==> src/hw/strap_pkg.sv <==
// Shared constants and types for the strap latch and test mode decode block
package strap_pkg;

  // ----------------------------------------------------------------
  // Register map
  // ----------------------------------------------------------------
  localparam logic [11:0] STRAP_CONFIG_STATUS_OFFSET = 12'h4C0;
  localparam logic [11:0] TEST_STATUS_OFFSET = 12'h4C4;
  localparam logic [11:0] PAD_CONTROL_OFFSET = 12'h4C8;

  // ----------------------------------------------------------------
  // Strap field layout
  // ----------------------------------------------------------------
  localparam int STRAP_W = 8;
  localparam int HOST_SELECT_BIT = 7;
  localparam int RESERVED_HI_BIT = 6;
  localparam int RESERVED_LO_BIT = 5;
  localparam int ROM_SIZE_BIT = 4;
  localparam int USER_DEFINED_MSB = 3;
  localparam int USER_DEFINED_LSB = 0;
  // Pins 15..12 read inverted, pins 11..8 read as they stand
  localparam logic [7:0] STRAP_INVERT_MASK = 8'hF0;
  localparam logic [7:0] STRAP_RESET_VALUE = 8'h00;

  // ----------------------------------------------------------------
  // Test status and pad control fields
  // ----------------------------------------------------------------
  localparam int TSTAT_MODE_LSB = 0;
  localparam int TSTAT_CAPTURED_BIT = 2;
  localparam int TSTAT_HIZ_BIT = 3;
  localparam int TSTAT_PINS_LSB = 8;
  localparam int PCTRL_RELEASE_BIT = 0;
  localparam logic PCTRL_RELEASE_RESET = 1'h0;

  // ----------------------------------------------------------------
  // Test select codes and modes
  // ----------------------------------------------------------------
  localparam logic [3:0] SELECT_CONNECTIVITY = 4'hE;
  localparam logic [3:0] SELECT_TRISTATE = 4'hF;

  typedef enum logic [1:0] {
    MODE_NORMAL = 2'b00,
    MODE_CONNECTIVITY = 2'b01,
    MODE_TRISTATE = 2'b10,
    MODE_RESERVED = 2'b11
  } test_mode_type;

endpackage : strap_pkg

==> src/hw/sync2.sv <==
// Two flip-flop level synchroniser for pin inputs
module sync2 #(
  parameter int W = 1
) (
  input wire logic pclk, // Destination clock
  input wire logic [W-1:0] d, // Asynchronous levels
  output logic [W-1:0] q // Synchronised levels
);

  // No reset, so the chain tracks the pins while reset is held
  typedef struct packed {
    logic [W-1:0] meta;
    logic [W-1:0] stable;
  } sync_state_type;

  sync_state_type s_q;
  sync_state_type s_d;

  always_comb begin
    s_d.meta = d;
    s_d.stable = s_q.meta;
  end

  always_ff @(posedge pclk) begin
    s_q <= s_d;
  end

  assign q = s_q.stable;

endmodule : sync2

==> src/hw/nand_tree.sv <==
// Connectivity test array: one NAND gate per group of input pins
module nand_tree #(
  parameter int GROUPS = 8,
  parameter int GROUP_W = 4
) (
  input wire logic [GROUPS*GROUP_W-1:0] pins_in, // Levels of the tested input pins
  output logic [GROUPS-1:0] gate_out // Low only while every pin of its group is high
);

  genvar g;
  generate
    for (g = 0; g < GROUPS; g++) begin : g_gate
      assign gate_out[g] = ~&pins_in[g*GROUP_W +: GROUP_W];
    end
  endgenerate

endmodule : nand_tree

==> src/hw/strap_latch_and_test_mode_decode.sv <==
// Power-on strap capture, strap register over APB and board test mode decode
module strap_latch_and_test_mode_decode #(
  parameter int TEST_GROUPS = 8,
  parameter int TEST_GROUP_W = 4
) (
  input wire logic pclk, // APB clock, 100 MHz
  input wire logic presetn, // System reset, asynchronous, active low
  input wire logic psel, // APB select
  input wire logic penable, // APB access phase
  input wire logic pwrite, // APB write
  input wire logic [11:0] paddr, // APB byte address
  input wire logic [31:0] pwdata, // APB write data
  output logic pready, // APB ready
  output logic [31:0] prdata, // APB read data
  output logic pslverr, // APB error, unmapped address
  input wire logic [7:0] rom_addr_strap_in, // Pad levels of ROM address 15..8
  input wire logic [7:0] rom_addr_core, // ROM address 15..8 from the ROM port
  output logic [7:0] rom_addr_strap_out, // Pad drive of ROM address 15..8
  output logic [7:0] rom_addr_strap_oe_n, // Pad enable, low drives
  input wire logic test_enable_n, // Test enable pin, active low
  input wire logic [3:0] panel_data_in, // Pad levels of panel data 28..25
  input wire logic [3:0] panel_data_core, // Panel data 28..25 from the panel path
  output logic [3:0] panel_data_out, // Pad drive of panel data 28..25
  output logic [3:0] panel_data_oe_n, // Pad enable, low drives
  input wire logic [TEST_GROUPS*TEST_GROUP_W-1:0] iotest_in, // Pins tested as array inputs
  output logic [TEST_GROUPS-1:0] iotest_out, // Array outputs
  output logic [TEST_GROUPS-1:0] iotest_oe_n, // Array output enable, low drives
  output logic connectivity_mode, // Connectivity test active
  output logic all_outputs_hiz // Every chip driver must float
);

  // ----------------------------------------------------------------
  // State
  // ----------------------------------------------------------------
  typedef struct packed {
    logic captured;
    logic [7:0] strap;
    logic release_pads;
    logic ready;
    logic slverr;
    logic [31:0] rdata;
    logic [7:0] rom_out;
    logic [7:0] rom_oe_n;
    logic [3:0] panel_out;
    logic [3:0] panel_oe_n;
    logic [TEST_GROUPS-1:0] test_out;
    logic [TEST_GROUPS-1:0] test_oe_n;
    logic conn;
    logic hiz;
  } state_type;

  localparam state_type STATE_RESET = '{
    captured: 1'h0,
    strap: strap_pkg::STRAP_RESET_VALUE,
    release_pads: strap_pkg::PCTRL_RELEASE_RESET,
    ready: 1'h0,
    slverr: 1'h0,
    rdata: 32'h00000000,
    rom_out: 8'h00,
    rom_oe_n: 8'hFF,
    panel_out: 4'h0,
    panel_oe_n: 4'hF,
    test_out: '0,
    test_oe_n: '1,
    conn: 1'h0,
    hiz: 1'h0
  };

  state_type s_q;
  state_type s_d;

  // ----------------------------------------------------------------
  // Pin synchronisers
  // ----------------------------------------------------------------
  logic [7:0] strap_pins_s;
  logic test_n_s;
  logic [3:0] select_s;
  logic [TEST_GROUPS*TEST_GROUP_W-1:0] iotest_s;
  logic [TEST_GROUPS-1:0] tree_out;
  strap_pkg::test_mode_type mode;
  logic access;
  logic hit_strap;
  logic hit_tstat;
  logic hit_pctrl;

  sync2 #(.W(8)) u_sync_strap (
    .pclk(pclk),
    .d(rom_addr_strap_in),
    .q(strap_pins_s)
  );

  sync2 #(.W(5)) u_sync_test (
    .pclk(pclk),
    .d({test_enable_n, panel_data_in}),
    .q({test_n_s, select_s})
  );

  sync2 #(.W(TEST_GROUPS*TEST_GROUP_W)) u_sync_iotest (
    .pclk(pclk),
    .d(iotest_in),
    .q(iotest_s)
  );

  nand_tree #(.GROUPS(TEST_GROUPS), .GROUP_W(TEST_GROUP_W)) u_tree (
    .pins_in(iotest_s),
    .gate_out(tree_out)
  );

  // ----------------------------------------------------------------
  // Decoding
  // ----------------------------------------------------------------
  function automatic strap_pkg::test_mode_type decode_mode(input logic test_n, input logic [3:0] sel);
    if (test_n) begin
      decode_mode = strap_pkg::MODE_NORMAL;
    end else if (sel == strap_pkg::SELECT_CONNECTIVITY) begin
      decode_mode = strap_pkg::MODE_CONNECTIVITY;
    end else if (sel == strap_pkg::SELECT_TRISTATE) begin
      decode_mode = strap_pkg::MODE_TRISTATE;
    end else begin
      decode_mode = strap_pkg::MODE_RESERVED;
    end
  endfunction : decode_mode

  function automatic logic addr_is(input logic [11:0] addr, input logic [11:0] offset);
    addr_is = (addr == offset);
  endfunction : addr_is

  // No latch: the mode is recomputed from the pins every cycle
  assign mode = decode_mode(test_n_s, select_s);
  assign access = psel && penable && !s_q.ready;
  assign hit_strap = addr_is(paddr, strap_pkg::STRAP_CONFIG_STATUS_OFFSET);
  assign hit_tstat = addr_is(paddr, strap_pkg::TEST_STATUS_OFFSET);
  assign hit_pctrl = addr_is(paddr, strap_pkg::PAD_CONTROL_OFFSET);

  // ----------------------------------------------------------------
  // Next state
  // ----------------------------------------------------------------
  always_comb begin
    s_d = s_q;

    // Capture once, on the first edge after release; the pins were
    // released during reset, so the synchroniser already holds them
    if (!s_q.captured) begin
      s_d.captured = 1'h1;
      s_d.strap = strap_pins_s ^ strap_pkg::STRAP_INVERT_MASK;
    end

    // APB: one wait state, answer lands with pready
    s_d.ready = access;
    s_d.slverr = 1'h0;
    if (access) begin
      s_d.rdata = 32'h00000000;
      if (hit_strap) begin
        s_d.rdata[7:0] = s_q.strap;
      end else if (hit_tstat) begin
        s_d.rdata[strap_pkg::TSTAT_MODE_LSB +: 2] = mode;
        s_d.rdata[strap_pkg::TSTAT_CAPTURED_BIT] = s_q.captured;
        s_d.rdata[strap_pkg::TSTAT_HIZ_BIT] = s_q.hiz;
        s_d.rdata[strap_pkg::TSTAT_PINS_LSB +: 8] = strap_pins_s;
      end else if (hit_pctrl) begin
        s_d.rdata[strap_pkg::PCTRL_RELEASE_BIT] = s_q.release_pads;
      end else begin
        s_d.slverr = 1'h1;
      end
    end
    // Writes to the strap register are dropped without error
    if (psel && penable && s_q.ready && pwrite && hit_pctrl) begin
      s_d.release_pads = pwdata[strap_pkg::PCTRL_RELEASE_BIT];
    end

    // Pads
    s_d.conn = (mode == strap_pkg::MODE_CONNECTIVITY);
    s_d.hiz = (mode == strap_pkg::MODE_TRISTATE);
    s_d.rom_out = rom_addr_core;
    // Held released until the straps are in
    if (!s_q.captured || s_q.release_pads || s_d.hiz) begin
      s_d.rom_oe_n = 8'hFF;
    end else begin
      s_d.rom_oe_n = 8'h00;
    end
    s_d.panel_out = panel_data_core;
    // Select pins turn to inputs as soon as test enable is seen low
    s_d.panel_oe_n = test_n_s ? 4'h0 : 4'hF;
    s_d.test_out = tree_out;
    s_d.test_oe_n = s_d.conn ? '0 : '1;
  end

  always_ff @(posedge pclk or negedge presetn) begin
    if (!presetn) begin
      s_q <= STATE_RESET;
    end else begin
      s_q <= s_d;
    end
  end

  // ----------------------------------------------------------------
  // Outputs
  // ----------------------------------------------------------------
  assign pready = s_q.ready;
  assign prdata = s_q.rdata;
  assign pslverr = s_q.slverr;
  assign rom_addr_strap_out = s_q.rom_out;
  assign rom_addr_strap_oe_n = s_q.rom_oe_n;
  assign panel_data_out = s_q.panel_out;
  assign panel_data_oe_n = s_q.panel_oe_n;
  assign iotest_out = s_q.test_out;
  assign iotest_oe_n = s_q.test_oe_n;
  assign connectivity_mode = s_q.conn;
  assign all_outputs_hiz = s_q.hiz;
endmodule : strap_latch_and_test_mode_decode

==> config.mk <==
export PLATFORM = sky130hd
export DESIGN_NAME = strap_latch_and_test_mode_decode
export DESIGN_NICKNAME = d
export VERILOG_FILES = /design/src/hw/strap_pkg.sv /design/src/hw/sync2.sv /design/src/hw/nand_tree.sv /design/src/hw/strap_latch_and_test_mode_decode.sv
export SDC_FILE = /design/constraint.sdc
export NUM_CORES = 1
export LEC_CHECK = 0
export BUFFER_PORTS_ARGS = -buffer_cell sky130_fd_sc_hd__buf_2
export CAP_MARGIN = 20
export CORE_AREA = 2 2 121 123
export DETAILED_ROUTE_END_ITERATION = 6
export DIE_AREA = 0 0 123 125
export PLACE_DENSITY = 0.63
export SYNTH_ARGS = -nofsm -noshare
export SYNTH_HDL_FRONTEND = slang
export SYNTH_SLANG_ARGS = --single-unit
==> constraint.sdc <==
create_clock -name pclk -period 3.55 [get_ports pclk]
set_input_delay 0.1775 -clock pclk [delete_from_list [all_inputs] [get_ports pclk]]
set_output_delay 0.1775 -clock pclk [all_outputs]
set_load 0.01 [all_outputs]
Word-level counts from Yosys, hierarchy flattened:

Cells that the tools add are included.

* equal/unequal tests: 7
* muxes and demuxes: 17
* bitwise operators: 1
* reduce and logical (&&, ||, !) cells: 25

Operator list (number)
* $eq 12x11->1 const B: 3
* $mux 33: 1
* $mux 8: 4
* $reduce_and 4->1: 8
* $mux 4: 3
* $logic_not 1->1: 10
* $eq 4x4->1 const B: 2
* $mux 1: 6
* $logic_and 1x1->1: 5
* $mux 2: 2
* $not 4->4: 1
* $mux 3: 1
* $eq 2x1->1 const B: 1
* $eq 2x2->1 const B: 1
* $logic_or 1x1->1: 2

* register bits: 160
* input port bits: 106
* output and inout bits: 76
* logic and storage cells: 70

Longest topological paths before layout:

* word-level depth: 7
* mapped depth: 5
* depth with buffers taken out: 4

Hierarchy:

A second synthesis with hierarchy kept.

* cell total of the unflattened synthesis: 292
* area total of the unflattened synthesis: 4211.5 µm²

Modules (own cells, without submodules)
* strap_latch_and_test_mode_decode: instances 1, cells an instance 194, area each 2359.8 µm², sequential area each 1330.0 µm²
* sync2 (u_sync_iotest): instances 1, cells an instance 64, area each 1281.2 µm², sequential area each 1281.2 µm²
* sync2 (u_sync_strap): instances 1, cells an instance 16, area each 320.3 µm², sequential area each 320.3 µm²
* sync2 (u_sync_test): instances 1, cells an instance 10, area each 200.2 µm², sequential area each 200.2 µm²
* nand_tree: instances 1, cells an instance 8, area each 50.0 µm², sequential area each 0.0 µm²

Worst setup path after synthesis:

OpenSTA, ideal clock, no wires.

* path type: flip-flop to flip-flop
* from: register s_q, in the netlist pready
* to: register s_q, in the netlist prdata[2]
* setup time: 122 ps
* data arrival time: 1331 ps
* required time: 3428 ps
* slack: 2097 ps
* stages on the path, launching flop included: 6
* path buffers: 2
* period minus slack after synthesis: 1453 ps
* path through: dfrtp_1 -> nand3b_1 -> buf_2 -> clkbuf_1 -> a22oi_1 -> nand2_1

* cells in the longest elaborated chain, start to end: 2

Ends and longest elaborated chain
* start: declaration: RTL line strap_latch_and_test_mode_decode.sv:69 `state_type s_q;`
* start signal: assignment: RTL line strap_latch_and_test_mode_decode.sv:190 `s_q <= STATE_RESET;`
* start signal: assignment: RTL line strap_latch_and_test_mode_decode.sv:192 `s_q <= s_d;`
* $logic_not 1->1: RTL line strap_latch_and_test_mode_decode.sv:130 `assign access = psel && penable && !s_q.ready;`
* $logic_and 1x1->1: RTL line strap_latch_and_test_mode_decode.sv:130

No other way between the ends.
A chain may end at the register's enable or synchronous reset.

Worst setup path in the final report:

* from: register s_q, in the netlist pready
* to: register s_q, in the netlist prdata[1]

Same word-level chain as after synthesis.

==> flow_metrics.tcl <==
set metrics [dict create \
    cts_tree "built" \
    rsz0062_at_grt "false" \
    clock_sinks 143 \
    dpl-instance-area_um2 4661 \
    crit_type "reg2reg" \
    grt_max_degree 36 \
    intPower_uw 3001 \
    cp_max_fo 14 \
    dp_hpwl_mm 4.897 \
    p_clk_frac 0.496 \
    clock_path_buffers 2 \
    cp.arrival_ns 2.83 \
    final_common_cell "buf_2" \
    wl_mm 8.106 \
    ys_ff_latch 143 \
    via_per_inst 3.906 \
    port_buffers 134 \
    cts.clk_slew.worst_paths_ns 0.06 \
    fin_setup_tns_ns 0 \
    drtIter0Drc 53 \
    grt_overflow 0 \
    wire_per_inst_um 12.67 \
    initial_utilization 0.2992 \
    reg2reg_to "prdata[1]$_DFFE_PN0P_" \
    area.growth.synth_to_final_pct 38.84 \
    dr.pass1.iters 4 \
    cts_buffers 17 \
    worstPathRequired_ns 3.89 \
    reg2reg_from "pready$_DFF_PN0_" \
    highest_layer "met4" \
    ys_warn_count 0 \
    die_w_um 123 \
    tightest_slew_ns 0.8372 \
    synth_cell_types 37 \
    outcome "complete, no violations" \
    post-route-period-util 0.7005 \
    grt_antenna_before_repair 0 \
    drive_gt1_frac 0.3969 \
    antenna_left 0 \
    clockRootBuffer "clkbuf_16" \
    dr_wl_met2_mm 4.126 \
    layout_common_cells "buf_2 (134), dfxtp_1 (90), dlygate4sd3_1 (59)" \
    power.leakage_uw 0.002792 \
    cts-resized-gates 0 \
    finalHoldViolCount 0 \
    seqPwrFrac 0.456 \
    drc 0 \
    hold_start "pwrite" \
    skew_ns 0.008038 \
    p_comb_frac 0.047 \
    setup_violations 0 \
    die_h_um 125 \
    grt_pass1_vias 2575 \
    clk_latency_ns 0.41 \
    rows 44 \
    syn_avg_cell_area_um2 14.65 \
    post_cts_buffers 0 \
    power_density_nw_per_um2 639.6 \
    ys_seq_area_frac 0.7370 \
    synth_edf_count 0 \
    relSlewSlack 0.4376 \
    hp-class "in2reg" \
    irDropWorstVdd_mv 0.3681 \
    layout.nets 549 \
    gp_congestion 0.6926 \
    fmax_ghz 0.4021 \
    antennaDiodeCount 0 \
    ios 182 \
    syn_area_um2 4249 \
    hold_end "s_q[76]$_DFFE_PN0P_" \
    wl_met3_um 671 \
    synth_flop_cell "dfxtp_1" \
    dieArea_um2 15380 \
    grt_usage 0.1098 \
    holdPathStages 3 \
    grt_pass1_wl_mm 12.48 \
    htreeDepth 4 \
    final.min_clock_period_ns 2.487 \
    start_kind "flip-flop" \
    power.switching_uw 771.8 \
    final_area_um2 5899 \
    maxSlewViolCount 0 \
    final_cell_count_no_fill 640 \
    synthArstFlopShare 0.3706 \
    endpoint_kind "flip-flop" \
    switching_share 0.2046 \
    placed_cells 549 \
    cts_hold_repair.buffers 59 \
    worstRegToRegCells 5 \
    routed-via-count 2500 \
    wl_met1_mm 3.119 \
    core-area_um2 14200 \
    max_cap_viol_count 0 \
    r2r_slack_ns 1.06 \
    synthCells 290 \
]
## cells by family (layout without fill, tap and decap cells)
family / count (synthesis) / after routing / synth area share
compound gates: 21 / 21 / 0.04093
buf+inv: 84 / 235 / 0.1390
flops: 143 / 143 / 0.7370
mux: 8 / 8 / 0.02032
other cells: 2 / 17 / 0.001767
simple gates: 32 / 32 / 0.06096
## cells in the mapped netlist, types with 2 or more instances
cell type  count  area [µm²]
dfstp_2        3       78.83
dfrtp_1       50        1251
nand2_1        5       18.77
conb_1         2       7.510
buf_4         73       548.0
nor4_4         2       42.54
a22oi_1        2       15.01
dfxtp_1       90        1802
nand4_1       10       62.56
mux2_2         4       45.04
clkbuf_1       2       7.510
a22o_1        12       105.1
nand3_1        2       10.01
inv_1          8       30.03
mux2i_1        3       30.03
## critical path, cell delays in order, from the launching register on
cell	delay, ns
dfrtp_1	0.38
nand3b_1	0.52
buf_4	0.38
nor4_4	0.77
o211a_1	0.26
a221o_1	0.10
## layer usage
layer,track usage,vias up
met4,0.06150,0
met2,0.1904,121
met5,0,-
met3,0.04745,12
met1,0.1081,1177
li1,-,1190
## stage by stage
stage / setup slack (ns) / util / hold slack [ns] / power (µW)
after CTS: 1.050 / 0.4153 / 0.07255 / 3816
after global placement: 1.132 / 0.3281 / 0.2804 / 1876
after floorplan: 2.097 / - / -0.1181 / 1833
after global routing: 0.8614 / 0.4153 / 0.09867 / 3919
after detailed placement: 1.070 / 0.3281 / 0.2811 / 1883
final: 1.063 / 0.4153 / 0.09534 / 3773
## power groups by stage
stage / sequential (µW) / clock (µW) / combinational [µW]
final: 1720 / 1870 / 178
after global routing: 1730 / 1990 / 197
after CTS: 1720 / 1920 / 178
after detailed placement: 1760 / 0 / 127
after global placement: 1750 / 0 / 124
after floorplan: 1750 / 0 / 87.1
## layout make-up
type / count / area [µm²]
Clock buffer: 22 / 529.3
Sequential cell: 143 / 3132
Timing Repair Buffer: 195 / 1276
Multi-Input combinational cell: 78 / 583.1
Clock inverter: 10 / 118.9
Fill cell: 1332 / 8304
Tap cell: 184 / 230.2
Inverter: 8 / 30.03
## state kept, by name (all words and copies together) (netlist names), 4 cells and up
register and flops:
prdata 16, u_sync_test.s_d 5, iotest_out 8, rom_addr_strap_out 8
panel_data_out 4, u_sync_strap.q 8, u_sync_strap.s_d 8, u_sync_test.q 5
u_sync_iotest.s_d 32, s_q 10, u_sync_iotest.q 32
## how the worst max path moves through the flow
| stage | start | end | cells past startpoint |
|---|---|---|---|
| after floorplan | pready$_DFF_PN0_ | prdata[2]$_DFFE_PN0P_ | 5 |
| after global placement | pready$_DFF_PN0_ | prdata[1]$_DFFE_PN0P_ | 5 |
| after detailed placement | pready$_DFF_PN0_ | prdata[1]$_DFFE_PN0P_ | 5 |
| after CTS | pready$_DFF_PN0_ | prdata[1]$_DFFE_PN0P_ | 5 |
| after global routing | pready$_DFF_PN0_ | prdata[1]$_DFFE_PN0P_ | 5 |
| final | pready$_DFF_PN0_ | prdata[1]$_DFFE_PN0P_ | 5 |
Power figures use the tool's default switching activity.
